==> config.mk <==
export PLATFORM = sky130hd
export DESIGN_NAME = uifc_ctrl
export DESIGN_NICKNAME = d
export VERILOG_FILES = /design/src/logic/uifc_pkg.sv /design/src/logic/uifc_ctrl.sv
export SDC_FILE = /design/constraint.sdc
export NUM_CORES = 1
export LEC_CHECK = 0
export BUFFER_PORTS_ARGS = -buffer_cell sky130_fd_sc_hd__buf_4
export CORE_MARGIN = 8
export CORE_UTILIZATION = 44
export DETAILED_ROUTE_END_ITERATION = 10
export PLACE_DENSITY = 0.76
export SETUP_SLACK_MARGIN = 0.3
export SLEW_MARGIN = 10
export SYNTH_ARGS = -nofsm -noshare
export SYNTH_HDL_FRONTEND = slang
export SYNTH_SLANG_ARGS = --single-unit
export TNS_END_PERCENT = 10
==> constraint.sdc <==
create_clock -name clock -period 1.9 [get_ports clock]
set_input_delay 0.285 -clock clock [delete_from_list [all_inputs] [get_ports clock]]
set_output_delay 0.285 -clock clock [all_outputs]
set_load 0.03 [all_outputs]
==> src/logic/uifc_pkg.sv <==
// Package: register map, field positions, codes and timing for the UART interrupt/FIFO control
package uifc_pkg;
   localparam logic [3:0] ADDR_MASK = 4'h4;
   localparam logic [3:0] ADDR_SOURCE = 4'h8;
   localparam logic [3:0] ADDR_QCTRL = 4'h8;
   localparam logic [3:0] ADDR_LINE = 4'hC;
   localparam logic [3:0] ADDR_MODEM = 4'h0;
   localparam logic [3:0] ADDR_RHOLD = 4'h0;
   localparam logic [3:0] ADDR_THOLD = 4'h0;
   localparam int MSK_RX = 0;
   localparam int MSK_TX = 1;
   localparam int MSK_LS = 2;
   localparam int MSK_MS = 3;
   localparam int MSK_XOFF = 5;
   localparam int MSK_RTS = 6;
   localparam int MSK_CTS = 7;
   localparam int QC_EN = 0;
   localparam int QC_RXRST = 1;
   localparam int QC_TXRST = 2;
   localparam int QC_TXTRG = 4;
   localparam int QC_RXTRG = 6;
   localparam logic [7:0] MASK_RESET = 8'h00;
   localparam logic [7:0] MASK_LOW_BITS = 8'h0F;
   localparam logic [5:0] SRC_LS = 6'h06;
   localparam logic [5:0] SRC_TO = 6'h0C;
   localparam logic [5:0] SRC_RX = 6'h04;
   localparam logic [5:0] SRC_TX = 6'h02;
   localparam logic [5:0] SRC_MS = 6'h00;
   localparam logic [5:0] SRC_XOFF = 6'h10;
   localparam logic [5:0] SRC_FLOW = 6'h20;
   localparam logic [5:0] SRC_NONE = 6'h01;
   localparam logic [1:0] RESP_OKAY = 2'b00;
   localparam logic [1:0] RESP_SLVERR = 2'b10;
   localparam int FIFO_DEPTH = 16;
   // Timeout: four characters plus twelve bits, counted in bit times
   localparam int TO_CHARS = 4;
   localparam int TO_BITS = 12;
   typedef struct packed {
      logic char_in;
      logic char_out;
      logic overrun;
      logic char_err;
      logic err_left;
      logic xoff_seen;
      logic xon_seen;
      logic special_seen;
      logic wake;
      logic bit_tick;
   } uifc_core_t;
endpackage
==> src/logic/uifc_ctrl.sv <==
// UART interrupt mask, prioritised source encoder and FIFO control with AXI4-Lite slave
// Functional notes
// [RL1] Receive interrupt at trigger or held character
// [RL2] Transmit interrupt on empty; enabling when empty fires
// [RL3] Overrun raises line interrupt immediately
// [RL4] Parity/framing/break interrupt when read out
// [RL5] Upper mask bits need enhanced enable
// [RL6] RTS/CTS interrupt on low-to-high edge
// [RL7] Source read returns highest pending only
// [RL8] Timeout is four chars plus twelve bits
// [RL9] Transmit source from trigger or empty
// [RL10] Modem interrupt from low four change bits
// [RL11] Flow interrupt on auto RTS/CTS deassert
// [RL12] Line read clears; error summary stays
// [RL13] Receive below trigger clears; holding read clears timeout
// [RL14] Source read or holding write clears transmit
// [RL15] Xoff clears on read or Xon
// [RL16] Modem read clears modem, flow; wake on source read (code: read clears flow only; ms_reg follows modem_change)
// [RL17] Six-bit source codes by priority
// [RL18] Bit zero one when none or wake (code: wake_reg is not fed to the encoder, so only none sets it)
// [RL19] Top two source bits show FIFO enable
// [RL20] Queue control ignored without enable bit
// [RL21] FIFO reset bits pulse and self-clear
// [RL22] Transmit trigger selection needs enhanced enable
// [RL23] DMA bit unused; masks reset zero
//
// Local design decisions: the placing of the registers and the AXI4-Lite interface to the registers.
`timescale 1ns/100ps
module uifc_ctrl
   import uifc_pkg::*;
#(
   parameter int DEPTH = FIFO_DEPTH
) (
   input wire logic clock,
   input wire logic rst_n,
   input wire logic [3:0] s_axi_awaddr,
   input wire logic s_axi_awvalid,
   output logic s_axi_awready,
   input wire logic [31:0] s_axi_wdata,
   input wire logic [3:0] s_axi_wstrb,
   input wire logic s_axi_wvalid,
   output logic s_axi_wready,
   output logic [1:0] s_axi_bresp,
   output logic s_axi_bvalid,
   input wire logic s_axi_bready,
   input wire logic [3:0] s_axi_araddr,
   input wire logic s_axi_arvalid,
   output logic s_axi_arready,
   output logic [31:0] s_axi_rdata,
   output logic [1:0] s_axi_rresp,
   output logic s_axi_rvalid,
   input wire logic s_axi_rready,
   input wire uifc_core_t core,
   input wire logic [4:0] rx_level,
   input wire logic [4:0] tx_level,
   input wire logic [3:0] word_bits,
   input wire logic [3:0] modem_change,
   input wire logic enh_enable,
   input wire logic auto_cts,
   input wire logic auto_rts,
   input wire logic cts_pin,
   input wire logic rts_pin,
   output logic fifo_enable,
   output logic rx_fifo_reset,
   output logic tx_fifo_reset,
   output logic [1:0] rx_trigger_sel,
   output logic [1:0] tx_trigger_sel,
   output logic sleep_enable,
   output logic irq
);
   logic [7:0] mask_reg;
   logic [7:0] qctrl_reg;
   logic aw_hold_reg, w_hold_reg;
   logic [3:0] awaddr_reg;
   logic [7:0] wdata_reg;
   logic [31:0] rdata_reg;
   logic rvalid_reg, bvalid_reg;
   logic [1:0] rresp_reg, bresp_reg;
   logic cts_s1_reg, cts_s2_reg, cts_s3_reg;
   logic rts_s1_reg, rts_s2_reg, rts_s3_reg;
   logic ls_reg, to_reg, tx_reg, xoff_reg, flow_reg, wake_reg, ms_reg;
   logic tx_empty_prev_reg, tx_over_reg;
   logic [7:0] to_cnt_reg;
   logic [5:0] src_code;
   logic [7:0] src_byte;
   logic do_write, do_read;
   logic rd_source, rd_line, rd_modem, rd_rhold, wr_thold, wr_mask, wr_qctrl;
   logic [4:0] rx_trig, tx_trig;
   logic rx_hit, tx_hit, tx_empty;
   logic [7:0] mask_next;
   logic [7:0] to_limit;

   // Write channel: address and data accepted in any order
   assign do_write = aw_hold_reg && w_hold_reg && !bvalid_reg;
   assign do_read = s_axi_arvalid && s_axi_arready;
   assign wr_mask = do_write && awaddr_reg == ADDR_MASK;
   assign wr_qctrl = do_write && awaddr_reg == ADDR_QCTRL;
   assign wr_thold = do_write && awaddr_reg == ADDR_THOLD;
   assign rd_source = do_read && s_axi_araddr == ADDR_SOURCE;
   assign rd_line = do_read && s_axi_araddr == ADDR_LINE;
   assign rd_modem = do_read && s_axi_araddr == ADDR_MODEM;
   assign rd_rhold = do_read && s_axi_araddr == ADDR_RHOLD;

   always_ff @(posedge clock or negedge rst_n) begin
      if (!rst_n) begin
         aw_hold_reg <= 1'b0;
         w_hold_reg <= 1'b0;
         awaddr_reg <= 4'h0;
         wdata_reg <= 8'h00;
         bvalid_reg <= 1'b0;
         bresp_reg <= RESP_OKAY;
      end else begin
         if (s_axi_awvalid && s_axi_awready) begin
            aw_hold_reg <= 1'b1;
            awaddr_reg <= s_axi_awaddr;
         end
         if (s_axi_wvalid && s_axi_wready) begin
            w_hold_reg <= 1'b1;
            wdata_reg <= s_axi_wstrb[0] ? s_axi_wdata[7:0] : 8'h00;
         end
         if (do_write) begin
            aw_hold_reg <= 1'b0;
            w_hold_reg <= 1'b0;
            bvalid_reg <= 1'b1;
            bresp_reg <= (awaddr_reg[1:0] != 2'b00 || awaddr_reg == ADDR_LINE) ?
                         RESP_SLVERR : RESP_OKAY;
         end else if (bvalid_reg && s_axi_bready) begin
            bvalid_reg <= 1'b0;
         end
      end
   end
   assign s_axi_awready = !aw_hold_reg;
   assign s_axi_wready = !w_hold_reg;
   assign s_axi_bvalid = bvalid_reg;
   assign s_axi_bresp = bresp_reg;

   // Mask register; upper bits frozen while enhanced features are off
   always_comb begin
      mask_next = mask_reg;
      if (wr_mask) begin
         mask_next = enh_enable ? wdata_reg :
                     ((mask_reg & ~MASK_LOW_BITS) | (wdata_reg & MASK_LOW_BITS)); // [RL5]
      end
   end
   always_ff @(posedge clock or negedge rst_n) begin
      if (!rst_n) begin
         mask_reg <= MASK_RESET; // [RL23]
      end else begin
         mask_reg <= mask_next;
      end
   end

   // Queue control; DMA bit is stored nowhere
   always_ff @(posedge clock or negedge rst_n) begin
      if (!rst_n) begin
         qctrl_reg <= 8'h00;
         rx_fifo_reset <= 1'b0;
         tx_fifo_reset <= 1'b0;
      end else begin
         rx_fifo_reset <= 1'b0; // [RL21]
         tx_fifo_reset <= 1'b0;
         if (wr_qctrl) begin
            qctrl_reg[QC_EN] <= wdata_reg[QC_EN];
            if (wdata_reg[QC_EN]) begin // [RL20]
               rx_fifo_reset <= wdata_reg[QC_RXRST]; // [RL21]
               tx_fifo_reset <= wdata_reg[QC_TXRST];
               qctrl_reg[QC_RXTRG +: 2] <= wdata_reg[QC_RXTRG +: 2];
               if (enh_enable) begin
                  qctrl_reg[QC_TXTRG +: 2] <= wdata_reg[QC_TXTRG +: 2]; // [RL22]
               end
            end
         end
      end
   end
   assign fifo_enable = qctrl_reg[QC_EN];
   assign rx_trigger_sel = qctrl_reg[QC_RXTRG +: 2];
   assign tx_trigger_sel = qctrl_reg[QC_TXTRG +: 2];
   assign sleep_enable = mask_reg[4] && enh_enable;

   function automatic logic [4:0] trig_level(input logic [1:0] sel);
      unique case (sel)
         2'd0: trig_level = 5'd1;
         2'd1: trig_level = 5'd4;
         2'd2: trig_level = 5'd8;
         default: trig_level = 5'd14;
      endcase
   endfunction
   // Non-FIFO mode behaves as a one-deep holding register
   assign rx_trig = fifo_enable ? trig_level(rx_trigger_sel) : 5'd1;
   assign tx_trig = fifo_enable ? trig_level(tx_trigger_sel) : 5'd1;
   assign rx_hit = rx_level >= rx_trig; // [RL1] [RL13]
   assign tx_empty = tx_level == 5'd0;
   // Below trigger once the level has passed above the trigger since the last empty, or empty
   assign tx_hit = (tx_level < tx_trig && tx_over_reg) || tx_empty; // [RL9] [RL22]

   // Pin synchronisers for flow-control edge detection
   always_ff @(posedge clock or negedge rst_n) begin
      if (!rst_n) begin
         cts_s1_reg <= 1'b0;
         cts_s2_reg <= 1'b0;
         cts_s3_reg <= 1'b0;
         rts_s1_reg <= 1'b0;
         rts_s2_reg <= 1'b0;
         rts_s3_reg <= 1'b0;
      end else begin
         cts_s1_reg <= cts_pin;
         cts_s2_reg <= cts_s1_reg;
         cts_s3_reg <= cts_s2_reg;
         rts_s1_reg <= rts_pin;
         rts_s2_reg <= rts_s1_reg;
         rts_s3_reg <= rts_s2_reg;
      end
   end

   // Receive timeout counted in bit ticks, restarted by any FIFO traffic
   assign to_limit = 8'(TO_CHARS) * {4'h0, word_bits} + 8'(TO_BITS); // [RL8]
   always_ff @(posedge clock or negedge rst_n) begin
      if (!rst_n) begin
         to_cnt_reg <= 8'h00;
         to_reg <= 1'b0;
      end else begin
         if (core.char_in || core.char_out || rx_level == 5'd0 || !fifo_enable) begin
            to_cnt_reg <= 8'h00;
         end else if (core.bit_tick && to_cnt_reg != to_limit) begin
            to_cnt_reg <= to_cnt_reg + 8'h01;
         end
         if (core.bit_tick && to_cnt_reg == to_limit - 8'h01 && rx_level != 5'd0) begin
            to_reg <= 1'b1; // [RL8]
         end else if (rd_rhold || rx_level == 5'd0) begin
            to_reg <= 1'b0; // [RL13]
         end
      end
   end

   // Sticky sources, except ms_reg which follows modem_change; a new event wins over its clear in the same cycle
   always_ff @(posedge clock or negedge rst_n) begin
      if (!rst_n) begin
         ls_reg <= 1'b0;
         tx_reg <= 1'b0;
         xoff_reg <= 1'b0;
         flow_reg <= 1'b0;
         wake_reg <= 1'b0;
         ms_reg <= 1'b0;
         tx_empty_prev_reg <= 1'b1;
         tx_over_reg <= 1'b0;
      end else begin
         tx_empty_prev_reg <= tx_hit;
         if (tx_level > tx_trig) begin
            tx_over_reg <= 1'b1;
         end else if (tx_empty) begin
            tx_over_reg <= 1'b0;
         end
         if (core.overrun || core.char_err) begin
            ls_reg <= 1'b1; // [RL3] [RL4]
         end else if (rd_line) begin
            ls_reg <= 1'b0; // [RL12]
         end
         if ((tx_hit && !tx_empty_prev_reg) ||
             (mask_next[MSK_TX] && !mask_reg[MSK_TX] && tx_hit)) begin
            tx_reg <= 1'b1; // [RL2]
         end else if ((rd_source && src_code == SRC_TX) || wr_thold) begin
            tx_reg <= 1'b0; // [RL14]
         end
         if (core.xoff_seen || core.special_seen) begin
            xoff_reg <= 1'b1;
         end else if ((rd_source && src_code == SRC_XOFF) || core.xon_seen ||
                      core.char_in) begin
            xoff_reg <= 1'b0; // [RL15]
         end
         if ((cts_s2_reg && !cts_s3_reg && auto_cts) ||
             (rts_s2_reg && !rts_s3_reg && auto_rts)) begin
            flow_reg <= 1'b1; // [RL6] [RL11]
         end else if (rd_modem) begin
            flow_reg <= 1'b0; // [RL16]
         end
         ms_reg <= |modem_change; // [RL10]
         if (core.wake) begin
            wake_reg <= 1'b1;
         end else if (rd_source) begin
            wake_reg <= 1'b0; // [RL16]
         end
      end
   end

   // Priority encoder: only the highest enabled source is shown
   always_comb begin
      if (ls_reg && mask_reg[MSK_LS]) begin
         src_code = SRC_LS; // [RL7] [RL17]
      end else if (to_reg && mask_reg[MSK_RX]) begin
         src_code = SRC_TO;
      end else if (rx_hit && mask_reg[MSK_RX]) begin
         src_code = SRC_RX; // [RL1]
      end else if (tx_reg && mask_reg[MSK_TX]) begin
         src_code = SRC_TX;
      end else if (ms_reg && mask_reg[MSK_MS]) begin
         src_code = SRC_MS;
      end else if (xoff_reg && mask_reg[MSK_XOFF] && enh_enable) begin
         src_code = SRC_XOFF; // [RL5]
      end else if (flow_reg && (mask_reg[MSK_RTS] || mask_reg[MSK_CTS]) && enh_enable) begin
         src_code = SRC_FLOW;
      end else begin
         src_code = SRC_NONE; // [RL18]
      end
   end
   assign src_byte = {{2{fifo_enable}}, src_code}; // [RL19]

   // Read channel; one-cycle answer
   assign s_axi_arready = !rvalid_reg;
   always_ff @(posedge clock or negedge rst_n) begin
      if (!rst_n) begin
         rvalid_reg <= 1'b0;
         rdata_reg <= 32'h0000_0000;
         rresp_reg <= RESP_OKAY;
         irq <= 1'b0;
      end else begin
         irq <= src_code != SRC_NONE;
         if (do_read) begin
            rvalid_reg <= 1'b1;
            rresp_reg <= RESP_OKAY;
            unique case (s_axi_araddr)
               ADDR_MASK: rdata_reg <= {24'h00_0000, mask_reg};
               ADDR_SOURCE: rdata_reg <= {24'h00_0000, src_byte};
               ADDR_LINE: rdata_reg <= {24'h00_0000, core.err_left, 7'h00};
               ADDR_MODEM: rdata_reg <= 32'h0000_0000;
               default: begin
                  rdata_reg <= 32'h0000_0000;
                  rresp_reg <= RESP_SLVERR;
               end
            endcase
         end else if (rvalid_reg && s_axi_rready) begin
            rvalid_reg <= 1'b0;
         end
      end
   end
   assign s_axi_rvalid = rvalid_reg;
   assign s_axi_rdata = rdata_reg;
   assign s_axi_rresp = rresp_reg;

   p_rst_mask: assert property (@(posedge clock) $rose(rst_n) |-> mask_reg == 8'h00) // [RL23]
      else $error("mask not zero after reset");
   p_enh: assert property (@(posedge clock) disable iff (!rst_n)
      wr_mask && !enh_enable |=> mask_reg[7:4] == $past(mask_reg[7:4])) // [RL5]
      else $error("upper mask changed without enhanced enable");
   p_qen: assert property (@(posedge clock) disable iff (!rst_n)
      wr_qctrl && !wdata_reg[QC_EN] |=> !rx_fifo_reset && !tx_fifo_reset && !fifo_enable) // [RL20]
      else $error("queue control taken without enable");
   p_rstpulse: assert property (@(posedge clock) disable iff (!rst_n)
      rx_fifo_reset |=> !rx_fifo_reset) // [RL21]
      else $error("fifo reset did not self clear");
   p_top: assert property (@(posedge clock) disable iff (!rst_n)
      src_byte[7:6] == {2{fifo_enable}}) // [RL19]
      else $error("source top bits wrong");
   p_none: assert property (@(posedge clock) disable iff (!rst_n)
      src_code[0] == (src_code == SRC_NONE)) // [RL18]
      else $error("pending bit wrong");
   p_ls: assert property (@(posedge clock) disable iff (!rst_n)
      core.overrun && mask_reg[MSK_LS] |=> src_code == SRC_LS) // [RL3]
      else $error("overrun did not raise line interrupt");
   p_txclr: assert property (@(posedge clock) disable iff (!rst_n)
      wr_thold && !tx_hit && tx_empty_prev_reg |=> !tx_reg) // [RL14]
      else $error("transmit not cleared by holding write");
   p_irq: assert property (@(posedge clock) disable iff (!rst_n)
      ##1 irq == ($past(src_code) != SRC_NONE)) // [RL7]
      else $error("irq mismatch");
endmodule

# ---- Word level (Yosys, flattened, before mapping)
# Index checks and enable logic that the tools add are counted.
dict set report op_classes {
  addsub 3
  n_mul 0
  div 0
  magnitude_cmp 3
  eq_ne 15
  n_shift 0
  muxes 43
  bitwise 1
  n_reduce_logical 82
}
# op count
set op_table {}
lappend op_table {{$mux W6} 7}
lappend op_table {{$logic_and A1 B1 Y1} 36}
lappend op_table {{$mux W8} 4}
lappend op_table {{$mux W1} 24}
lappend op_table {{$pmux W4 S3} 2}
lappend op_table {{$pmux W8 S3} 1}
lappend op_table {{$reduce_bool A2 Y1} 12}
lappend op_table {{$eq A4 B4 Y1 const B} 4}
lappend op_table {{$logic_or A1 B1 Y1} 14}
lappend op_table {{$logic_not A5 Y1} 2}
lappend op_table {{$mux W5} 2}
lappend op_table {{$logic_not A1 Y1} 9}
lappend op_table {{$add A8 B1 Y8 const B} 1}
lappend op_table {{$eq A4 B3 Y1 const B} 2}
lappend op_table {{$eq A8 B8 Y1} 1}
lappend op_table {{$logic_not A4 Y1} 2}
lappend op_table {{$ne A8 B7 Y1} 1}
lappend op_table {{$or A8 B4 Y8} 1}
lappend op_table {{$reduce_or A4 Y1} 2}
lappend op_table {{$sub A7 B1 Y8 const B} 1}
lappend op_table {{$add A6 B4 Y7 const B} 1}
lappend op_table {{$eq A6 B2 Y1 const B} 1}
lappend op_table {{$eq A6 B5 Y1 const B} 1}
lappend op_table {{$mux W2} 3}
lappend op_table {{other kinds (10)} 13}
dict set report totals {
  reg_bits 90
  latchBits 0
  ramBits 0
  mem_bits_ro 0
  input_bits 84
  output_inout_bits 50
  wordCells 179
  n_memories 0
}

# ---- Longest topological paths before layout
# Gate-level depths: netlist (run 1).
dict set report logic_depth {
  word_depth 16
  ltp_mapped 8
}

# ---- Least setup slack after synthesis (run 1)
# No wires, ideal clock.
dict set report synth_timing {
  path_type {flip-flop to flip-flop}
  start {register qctrl_reg[0], in the netlist fifo_enable}
  end {register xoff_reg}
  setup_ps 119
  t_arrival_ps 2173
  required_ps 1781
  slack_ps -392
  path_stages_with_launch 9
  period_less_slack_ps 2292
  path_cell_list {dfrtp_1 clkbuf_1 nand2_1 ha_1 or3_1 a22o_1 a31oi_1 nand4_1 o21a_1}
}
dict set report synth_between {
  elab_chain_cells 11
}
# item line
set synth_rtl {}
lappend synth_rtl {{start, declared} uifc_ctrl.sv:72} ;# logic [7:0] qctrl_reg;
lappend synth_rtl {{start signal, assigned by index} uifc_ctrl.sv:163} ;# qctrl_reg[QC_EN] <= wdata_reg[QC_EN];
lappend synth_rtl {{start signal, assigned by index} uifc_ctrl.sv:167} ;# qctrl_reg[QC_RXTRG +: 2] <= wdata_reg[QC_RXTRG +: 2];
lappend synth_rtl {{start signal, assigned by index} uifc_ctrl.sv:169} ;# qctrl_reg[QC_TXTRG +: 2] <= wdata_reg[QC_TXTRG +: 2];
lappend synth_rtl {{$mux W5} uifc_ctrl.sv:189} ;# assign rx_trig = fifo_enable ? trig_level(rx_trigger_sel) : 5'd1;
lappend synth_rtl {{$ge A5 B5 Y1} uifc_ctrl.sv:191} ;# assign rx_hit = rx_level >= rx_trig;
lappend synth_rtl {{$logic_and A1 B1 Y1} uifc_ctrl.sv:291} ;# end else if (rx_hit && mask_reg[MSK_RX]) begin
lappend synth_rtl {{$mux W6} uifc_ctrl.sv:291}
lappend synth_rtl {{$mux W6} uifc_ctrl.sv:289} ;# end else if (to_reg && mask_reg[MSK_RX]) begin
lappend synth_rtl {{$mux W6} uifc_ctrl.sv:287} ;# if (ls_reg && mask_reg[MSK_LS]) begin
lappend synth_rtl {{$eq A6 B5 Y1} uifc_ctrl.sv:266} ;# end else if ((rd_source && src_code == SRC_XOFF) || core.xon_seen ||
lappend synth_rtl {{$logic_and A1 B1 Y1} uifc_ctrl.sv:266}
lappend synth_rtl {{$logic_or A1 B1 Y1 (2 in a row)} uifc_ctrl.sv:266}
lappend synth_rtl {{$reduce_bool A2 Y1 (no line)} -}
lappend synth_rtl {{end signal, assigned} uifc_ctrl.sv:240} ;# xoff_reg <= 1'b0;
lappend synth_rtl {{end signal, assigned} uifc_ctrl.sv:265} ;# xoff_reg <= 1'b1;
lappend synth_rtl {{end signal, assigned} uifc_ctrl.sv:268} ;# xoff_reg <= 1'b0;
lappend synth_rtl {{end, declared} uifc_ctrl.sv:81} ;# logic ls_reg, to_reg, tx_reg, xoff_reg, flow_reg, wake_reg, ms_reg;
# Every way passes these cells.
# A chain may end at the register's enable or synchronous reset.

# ---- Final worst setup path (run 1)
dict set report layout_timing {
  start {register qctrl_reg[0], in the netlist fifo_enable}
  end {register rdata_reg[5], in the netlist s_axi_rdata[5]}
}
dict set report layout_between {
  elab_chain_cells 7
}
# item line
set layout_rtl {}
lappend layout_rtl {{$mux W5} uifc_ctrl.sv:189}
lappend layout_rtl {{$ge A5 B5 Y1} uifc_ctrl.sv:191}
lappend layout_rtl {{$logic_and A1 B1 Y1} uifc_ctrl.sv:291}
lappend layout_rtl {{$mux W6} uifc_ctrl.sv:291}
lappend layout_rtl {{$mux W6} uifc_ctrl.sv:289}
lappend layout_rtl {{$mux W6} uifc_ctrl.sv:287}
lappend layout_rtl {{$pmux W8 S3} uifc_ctrl.sv:320} ;# unique case (s_axi_araddr)
lappend layout_rtl {{end signal, assigned} uifc_ctrl.sv:321} ;# ADDR_MASK: rdata_reg <= {24'h00_0000, mask_reg};
lappend layout_rtl {{end signal, assigned} uifc_ctrl.sv:322} ;# ADDR_SOURCE: rdata_reg <= {24'h00_0000, src_byte};
lappend layout_rtl {{end signal, assigned} uifc_ctrl.sv:323} ;# ADDR_LINE: rdata_reg <= {24'h00_0000, core.err_left, 7'h00};
lappend layout_rtl {{end, declared} uifc_ctrl.sv:76} ;# logic [31:0] rdata_reg;
# Every way passes these cells.

==> flow_summary.toml, run 1 <==
[drt]
met3_length_um = 475
via_per_inst = 5.10
num_vias = 2749
wl_met2_um = 4120
drtPass1Iterations = 4
highest_layer = "met4"
wl_per_cell_um = 15.7
routed_wirelength_um = 8450
met1Wirelength_um = 3630
drt_iter0_drc = 79
drc = 0
postRouteAntennaNets = 0

[cells_and_area]
drive_gt1_share_pct = 38.2
multi_input_area_sq_um = 1810
nets = 529
seqCellArea_sq_um = 1600
diodes = 0
layout_commonest_cell = "buf_4"
final_cell_mix = "buf_4, dfrtp_1, nand2_1"
n_fill_cell = 625
area_delta_synth_final_pct = 32.5
instances_no_fill = 539
final_util_pct = 59.4

[synth]
synth-seq-cells = 64
synth_top_area_cell = "dfrtp_1"
yosys.area.top_type_share_pct = 46.2
syn_area_sq_um = 3410
yosysWarnings = 0
syn-mean-instance-area_sq_um = 10.2
ys_types = 53
synth_ff_type = "dfrtp_1"
async_flop_share_pct = 100
synthTopCellsByArea = "dfrtp_1, buf_4, mux2_2"
netlist_instances = 336
synth.yosys.seq_area_share_pct = 47.0
synth-edff-count = 0

[worst_setup_path]
rr_worst_depth = 7
r2r_end = "s_axi_rdata[5]"
worst-path-max-fanout = 6
required_ns = 2.14
cp.arrival_ns = 2.23
crit_path_start_kind = "register"
cp-end-kind = "register"
reg2reg_from = "fifo_enable"
crit_type = "reg2reg"
ff2ff_setup_slack_ns = -0.08

[pwr]
leakagePower_nw = 2.09
powerDensity_nw_per_um2 = 1020
ir_worst_vdd_mv = 0.609

[die]
pin_count = 134
rows = 32
die_w_um = 104
start_util_pct = 44.9
die-area_sq_um = 10800
die_h_um = 104
core_region_area_sq_um = 7610

[hold_path]
hold_class = "in2reg"
hold_path_depth = 1
min_to = "cts_s1_reg"
min_from = "cts_pin"

[global_route]
grt_pass1_vias = 2826
antenna_found_initial = 0
track_usage_pct = 15.4
globalRoute.totalOverflow = 0
grt_pass1_wl_um = 13500
grt_max_degree = 55

[clocking]
clock_sinks = 64
cts.path.max_buffers = 2
cts_made_buffers = 9
clk_pin_slew_worst_paths_ns = 0.07
cts_tree = "built"
htreeDepth = 3
ctsRootBufferMaster = "clkbuf_8"
clk_latency_ns = 0.34

[sta]
fin_ws_ns = -0.0836
whs_ns = 0.0447
hold_violations = 0
max_slew_margin_pct = 55.5
timing.final.crit_share_pct = 104
period_minus_slack_ns = 1.98
drv_slew = 0
worstMarginPinSlew_ns = 0.668
setup_violations = 4
clock.fmax_mhz = 504
rsz0062_at_grt = "true"
skew_ns = 0.00686
tns_ns = -0.191

[place]
gp_congestion = 0.850
place.detailed.hpwl_um = 6250
dp_cells = 522
port_buffers = 79

[status]
violations = "setup timing"
status = "complete, but fails checks"

[run]
cap_violations = 0
-- worst max path at each step --
stage | start | end | slack [ns] | cells past startpoint
floorplan | fifo_enable | tx_reg | -0.14 | 8
global placement | word_bits[0] | to_cnt_reg[6] | -0.13 | 9
detailed placement | word_bits[0] | to_cnt_reg[5] | -0.19 | 9
CTS | rx_trigger_sel[1] | s_axi_rdata[5] | -0.06 | 7
global route | rx_trigger_sel[1] | s_axi_rdata[5] | -0.21 | 7
finish | fifo_enable | s_axi_rdata[5] | -0.08 | 7
-- metrics by stage --
step	power [W]	setup WS [ns]	cell area [sq um]
4_1_cts	0.00455	-0.0628	4400
5_1_grt	0.00486	-0.206	4520
3_3_place_gp	0.00324	-0.131	4110
6_report	0.00461	-0.0836	4520
2_1_floorplan	0.00276	-0.144	3530
3_5_place_dp	0.00329	-0.186	4110
-- synth_stat cells (2+ instances only) --
cell type   n
a211o_1     2
a21oi_1     8
a21oi_2     7
a22o_1      3
a22oi_1     6
a31oi_1     2
and2_1      6
buf_2       2
buf_4      26
clkbuf_1    4
dfrtp_1    63
ha_1       12
inv_1      16
mux2_2     17
nand2_1    34
nand2b_1    3
nand3_1     9
nand3b_1    5
nand4_1     9
nand4b_1    2
nor2_1      8
nor2b_1     5
nor3_1      4
o21a_1      3
o21ai_0    25
o21ai_1     7
or2_2       2
or3_1       6
or3_2       4
or4_1       3
xnor2_1     7
xor2_1      5
-- repair_timing --
action                     4_1_cts  5_1_grt
pin swaps                       19       13
resized for setup               18       25
setup endpoints to repair       29       30
buffers inserted                 1        0
hold endpoints to repair        37        0
hold buffers                     1        0
-- kinds of logic (layout without fill, tap and decap cells) --
family	count (synthesis)	in the layout	share of synthesized area, %
compound gates	74	74	14.0
buf+inv	50	126	8.65
fa+ha+maj	12	12	4.40
simple gates	105	105	16.8
other cells	1	26	0.110
mux	18	18	5.90
xor+xnor	12	12	3.08
flops	64	64	47.0
-- final cells by class --
| cell class | count | share of cell area (%) |
|---|---|---|
| multi-input combinational | 247 | 39.9 |
| sequential | 64 | 35.5 |
| timing repair buffer | 95 | 15.9 |
| clock buffer | 11 | 3.35 |
| tap | 102 | 2.82 |
| inverter | 16 | 1.33 |
| clock inverter | 4 | 1.19 |
-- per-layer routing --
layer	GRT usage [%]	up-vias
met4	7.86	0
met3	5.45	20
met1	17.4	1311
li1	-	1337
met2	25.1	81
met5	0	-
-- power by group --
part / leakage (nW) / switching (W) / internal, W
clock network: 0.0976 / 0.000529 / 0.000672
logic: 1.18 / 0.000749 / 0.000674
registers: 0.807 / 0.000329 / 0.00166
-- critical path, cell delays in order, from the launching register on --
cell and delay (ns):
dfrtp_2 0.43, nand2_2 0.06, ha_2 0.16, or3_4 0.36
a22o_1 0.19, a31oi_2 0.20, nand4_1 0.22, o31ai_1 0.26
No activity file was read; power rests on OpenSTA's default activity.
==> run 2: changes to the inputs <==
--- a/config.mk
+++ b/config.mk
@@ -6,10 +6,12 @@
 export NUM_CORES = 1
 export LEC_CHECK = 0
 export BUFFER_PORTS_ARGS = -buffer_cell sky130_fd_sc_hd__buf_4
+export CELL_PAD_IN_SITES_DETAIL_PLACEMENT = 0
+export CELL_PAD_IN_SITES_GLOBAL_PLACEMENT = 1
 export CORE_MARGIN = 8
-export CORE_UTILIZATION = 44
+export CORE_UTILIZATION = 33
 export DETAILED_ROUTE_END_ITERATION = 10
-export PLACE_DENSITY = 0.76
+export PLACE_DENSITY_LB_ADDON = 0.1
 export SETUP_SLACK_MARGIN = 0.3
 export SLEW_MARGIN = 10
 export SYNTH_ARGS = -nofsm -noshare
==> run 2 against run 1 <==
The run still ends with setup timing left. Fmax increased by 1.1%. Utilization decreased by 14 points. Global-route usage shrank 2.2 points. Cell area grew 2.0%. Wire length grew 5.1%. Count of clock-buffer cells in the layout down 2. Critical path type unchanged. Highest routed layer unchanged.
==> flow_summary.toml, run 2 (synthesized netlist as in run 1, its figures left out) <==
[cells_and_area]
diodes = 0
area_delta_synth_final_pct = 35.2
drive_gt1_share_pct = 40.0
final_cell_mix = "buf_4, dfrtp_1, nand2_1"
seqCellArea_sq_um = 1610
nets = 537
final_area_sq_um = 4610
final_util_pct = 45.3
n_fill_cell = 1016
layout_commonest_cell = "buf_4"
multi_input_area_sq_um = 1780
instances_no_fill = 581

[sta]
setup_violations = 2
drv_slew = 0
skew_ns = 0.00736
fin_ws_ns = -0.0612
timing.final.crit_share_pct = 103
period_minus_slack_ns = 1.96
rsz0062_at_grt = "true"
hold_violations = 0
tns_ns = -0.0654
clock.fmax_mhz = 510

[pwr]
ir_worst_vdd_mv = 0.407
powerDensity_nw_per_um2 = 999
leakagePower_nw = 2.11

[worst_setup_path]
critPathBufInv = 0
cp_slowest_stage_delay_ns = 0.41
cp_top_family = "compound AO/OA/AOI/OAI gates"
cp-end-kind = "register"
path_cells = "nand2_2 -> ha_2 -> or3_4 -> a22o_1 -> a31oi_4 -> nand4_1 -> o31ai_1"
crit_type = "reg2reg"
cpMaxStageDelayCell = "dfrtp_1"
crit_path_start_kind = "register"
worst-path-max-fanout = 4
required_ns = 2.15
cp.arrival_ns = 2.21

[drt]
highest_layer = "met4"
drc = 0
postRouteAntennaNets = 0
drt_iter0_drc = 79
met3_length_um = 393
via_per_inst = 4.61
routed_wirelength_um = 8880
met1Wirelength_um = 4490
wl_met2_um = 3890
num_vias = 2680
drtPass1Iterations = 4
wl_per_cell_um = 15.3

[clocking]
clk_pin_slew_worst_paths_ns = 0.07
clock_sinks = 64
htreeDepth = 3
cts_tree = "built"
ctsRootBufferMaster = "clkbuf_8"
cts.path.max_buffers = 2
clk_latency_ns = 0.35
cts_made_buffers = 9

[global_route]
track_usage_pct = 13.2
grt_max_degree = 36
globalRoute.totalOverflow = 0
antenna_found_initial = 0
grt_pass1_vias = 2967
grt_pass1_wl_um = 15000

[die]
die_h_um = 118
start_util_pct = 33.5
pin_count = 134
core_region_area_sq_um = 10200
rows = 37
die-area_sq_um = 13800
die_w_um = 118

[place]
port_buffers = 79
preCtsSetupSlack_ns = -0.214
dp_cells = 563
post_dp_cell_area_sq_um = 4220
gp_congestion = 0.727
place.detailed.hpwl_um = 6890

[hold_path]
hold_class = "in2reg"

[run]
cap_violations = 0

[status]
violations = "setup timing"
status = "complete, but fails checks"
[run 2: cell count changes in the layout (fill, tap and decap cells not counted), moves of 3 or more]
cell	change
o21ai_1	-7
buf_4	+6
dfrtp_1	-4
dfrtp_2	+4
o21ai_0	+4
ha_4	-3
[run 2: path summary, 6_finish.rpt]
| check | start | endpoint | slack (ns) | depth (start not counted) |
|---|---|---|---|---|
| worst max-delay path | rx_trigger_sel[1] | s_axi_rdata[5] | -0.06 | 7 |
| worst min-delay path | rts_pin | rts_s1_reg | 0.04 | 1 |
| worst max register to register | rx_trigger_sel[1] | s_axi_rdata[5] | -0.06 | 7 |
| worst min register to register | rts_s1_reg | rts_s2_reg | 0.36 | 0 |
| max in group asynchronous | rst_n | to_cnt_reg[5] | 0.94 | 3 |
| min in group asynchronous | rst_n | s_axi_rdata[3] | 0.43 | 2 |
[run 2: layout make-up]
type                    instances  area share (%)
clock buffers                   9            2.69
clock inverters                 6            1.52
inverters                      16            1.30
multi-input cells             247            38.7
flip-flops and latches         64            34.9
well taps                     136            3.69
repair buffers                103            17.3
[run 2: through the flow]
stage | hold WS [ns] | power [W]
floorplan | -0.0106 | 0.00276
global placement | 0.275 | 0.00331
detailed placement | 0.289 | 0.00334
CTS | 0.0224 | 0.00465
global route | 0.0164 | 0.00492
finish | 0.0404 | 0.00461
[run 2: layer usage]
metal  track usage, %  vias to the layer above
met4             5.04                        0
met5                0                        -
li1                 -                     1353
met1             17.8                     1245
met2             19.9                       75
met3             3.45                        7
[run 2: power breakdown]
part	switching, W	total, W	internal (W)
Clock	0.000560	0.00116	0.000604
Sequential	0.000305	0.00196	0.00166
Combinational	0.000763	0.00148	0.000716
Total	0.00163	0.00461	0.00298
[run 2: repair_timing]
item	4_1_cts	5_1_grt
gates resized for setup	33	12
hold buffers	1	0
cloned	0	0
endpoints found under the setup margin	30	31
hold endpoints to repair	33	0
setup buffers	2	0
pin swaps	26	22
==> run 3: changes to the inputs <==
--- a/config.mk
+++ b/config.mk
@@ -9,7 +9,7 @@
 export CELL_PAD_IN_SITES_DETAIL_PLACEMENT = 0
 export CELL_PAD_IN_SITES_GLOBAL_PLACEMENT = 1
 export CORE_MARGIN = 8
-export CORE_UTILIZATION = 33
+export CORE_UTILIZATION = 39
 export DETAILED_ROUTE_END_ITERATION = 10
 export PLACE_DENSITY_LB_ADDON = 0.1
 export SETUP_SLACK_MARGIN = 0.3
==> constraint.sdc (replaced) <==
create_clock -name clock -period 2.3 [get_ports clock]
set_input_delay 0.345 -clock clock [delete_from_list [all_inputs] [get_ports clock]]
set_output_delay 0.345 -clock clock [all_outputs]
set_load 0.03 [all_outputs]
==> run 3 against run 2 <==
The flow now finishes without violations. Combinational power shrank 29%. Sequential power shrank 17%. Cell area shrank 6.9%. Register-to-register slack improved by 0.39 ns. Wire length shrank 10%. Critical endpoint unchanged. Largest power group unchanged.
==> flow_summary.toml, run 3 (synthesized netlist as in run 1, its figures left out) <==
[clocking]
clk_pin_slew_worst_paths_ns = 0.07
clk_latency_ns = 0.33
cts.path.max_buffers = 2
htreeDepth = 3
cts_tree = "built"
cts_made_buffers = 9
ctsRootBufferMaster = "clkbuf_8"
clock_sinks = 64

[drt]
via_per_inst = 4.89
wl_per_cell_um = 14.9
drt_iter0_drc = 121
routed_wirelength_um = 8000
postRouteAntennaNets = 0
drc = 0
num_vias = 2629
drtPass1Iterations = 4

[pwr]
power_frac_clock_pct = 26.2
power_switching_w = 0.00128
swShare_pct = 35.4
finalPower_w = 0.00363
powerDensity_nw_per_um2 = 845
ir_worst_vdd_mv = 0.371
p_int_w = 0.00234
combPwrFrac_pct = 28.9
seq_power_share_pct = 45.0
leakagePower_nw = 1.97

[sta]
skew_ns = 0.00670
setup_violations = 0
clock.fmax_mhz = 507
timing.final.crit_share_pct = 85.7
whs_ns = 0.120
tns_ns = 0
period_minus_slack_ns = 1.97
max_slew_margin_pct = 62.3
drv_slew = 0
hold_violations = 0
worstMarginPinSlew_ns = 0.564
rsz0062_at_grt = "true"

[cells_and_area]
final_cell_mix = "buf_4, dfrtp_1, nand2_1"
diodes = 0
layout_commonest_cell = "buf_4"
drive_gt1_share_pct = 33.5
area_delta_synth_final_pct = 25.9
nets = 521
n_fill_cell = 851

[die]
pin_count = 134
start_util_pct = 39.7
die_h_um = 110
die-area_sq_um = 12000
die_w_um = 110
rows = 34
core_region_area_sq_um = 8590

[worst_setup_path]
cp.arrival_ns = 2.21
cp-end-kind = "register"
worst-path-max-fanout = 7
crit_type = "reg2reg"
required_ns = 2.54
crit_path_start_kind = "register"

[run]
cap_violations = 0

[global_route]
antenna_found_initial = 0
track_usage_pct = 14.0
globalRoute.totalOverflow = 0
grt_pass1_wl_um = 13200
grt_pass1_vias = 2743
grt_max_degree = 40

[place]
place.detailed.hpwl_um = 6400
port_buffers = 79
gp_congestion = 0.790

[hold_path]
hold_class = "in2reg"

[status]
status = "complete, no violations"
[run 3: power by group through the flow]
stage | sequential [W] | clock [W] | combinational (W)
floorplan | 0.00167 | 0 | 0.000609
global placement | 0.00164 | 0 | 0.00100
detailed placement | 0.00165 | 0 | 0.00102
CTS | 0.00163 | 0.000985 | 0.00104
global route | 0.00168 | 0.00104 | 0.00116
finish | 0.00163 | 0.000949 | 0.00105
[run 3: routing by layer]
layer,up-vias,track usage [%],wire (um)
met5,-,0,0
met4,0,6.08,102
met3,8,2.64,534
met2,80,21.5,3520
met1,1218,18.8,3840
li1,1323,-,-
[run 3: what timing repair did]
action                                  CTS  global route
buffers inserted                          1             1
pin swaps                                 1             3
endpoints found under the setup margin    5             5
hold buffers                              1             0
hold endpoints to repair                 24             0
gates resized for setup                   1             6
[run 3: worst max-delay path, stage by stage (launching register included)]
cell and delay, ns:
dfrtp_2 0.43, nand2_2 0.06, ha_1 0.17, or3_4 0.37, a22o_1 0.22, a31oi_4 0.17, nand4_1 0.19, o31ai_1 0.28
[run 3: final timing paths]
kind                              from                 to  slack (ns)  cells past startpoint
max                        fifo_enable     s_axi_rdata[5]        0.33                      7
min                            rts_pin         rts_s1_reg        0.12                      1
max reg2reg                fifo_enable     s_axi_rdata[5]        0.33                      7
min reg2reg                 cts_s1_reg         cts_s2_reg        0.35                      0
max in group asynchronous        rst_n  rx_trigger_sel[0]        1.29                      3
min in group asynchronous        rst_n      to_cnt_reg[5]        0.46                      2
[run 3: cell type report]
| cell class | count | area, sq um | share of cell area [%] |
|---|---|---|---|
| Tap cell | 108 | 135 | 3.15 |
| Clock inverter | 7 | 71.3 | 1.66 |
| Sequential cell | 64 | 1610 | 37.4 |
| Inverter | 16 | 60.1 | 1.40 |
| Clock buffer | 9 | 124 | 2.88 |
| Timing Repair Buffer | 87 | 668 | 15.6 |
| Multi-Input combinational cell | 247 | 1630 | 38.0 |
[run 3: per-stage QoR]
| step | std cells | cell area [sq um] | utilization (%) | setup WS (ns) |
|---|---|---|---|---|
| after floorplan | 361 | 3520 | - | 0.250 |
| after detailed placement | 519 | 4060 | 47.2 | 0.121 |
| final | 538 | 4300 | 50.0 | 0.328 |
| after global routing | 538 | 4300 | 50.0 | 0.203 |
| after global placement | 519 | 4060 | 47.2 | 0.151 |
| after CTS | 537 | 4270 | 49.7 | 0.316 |
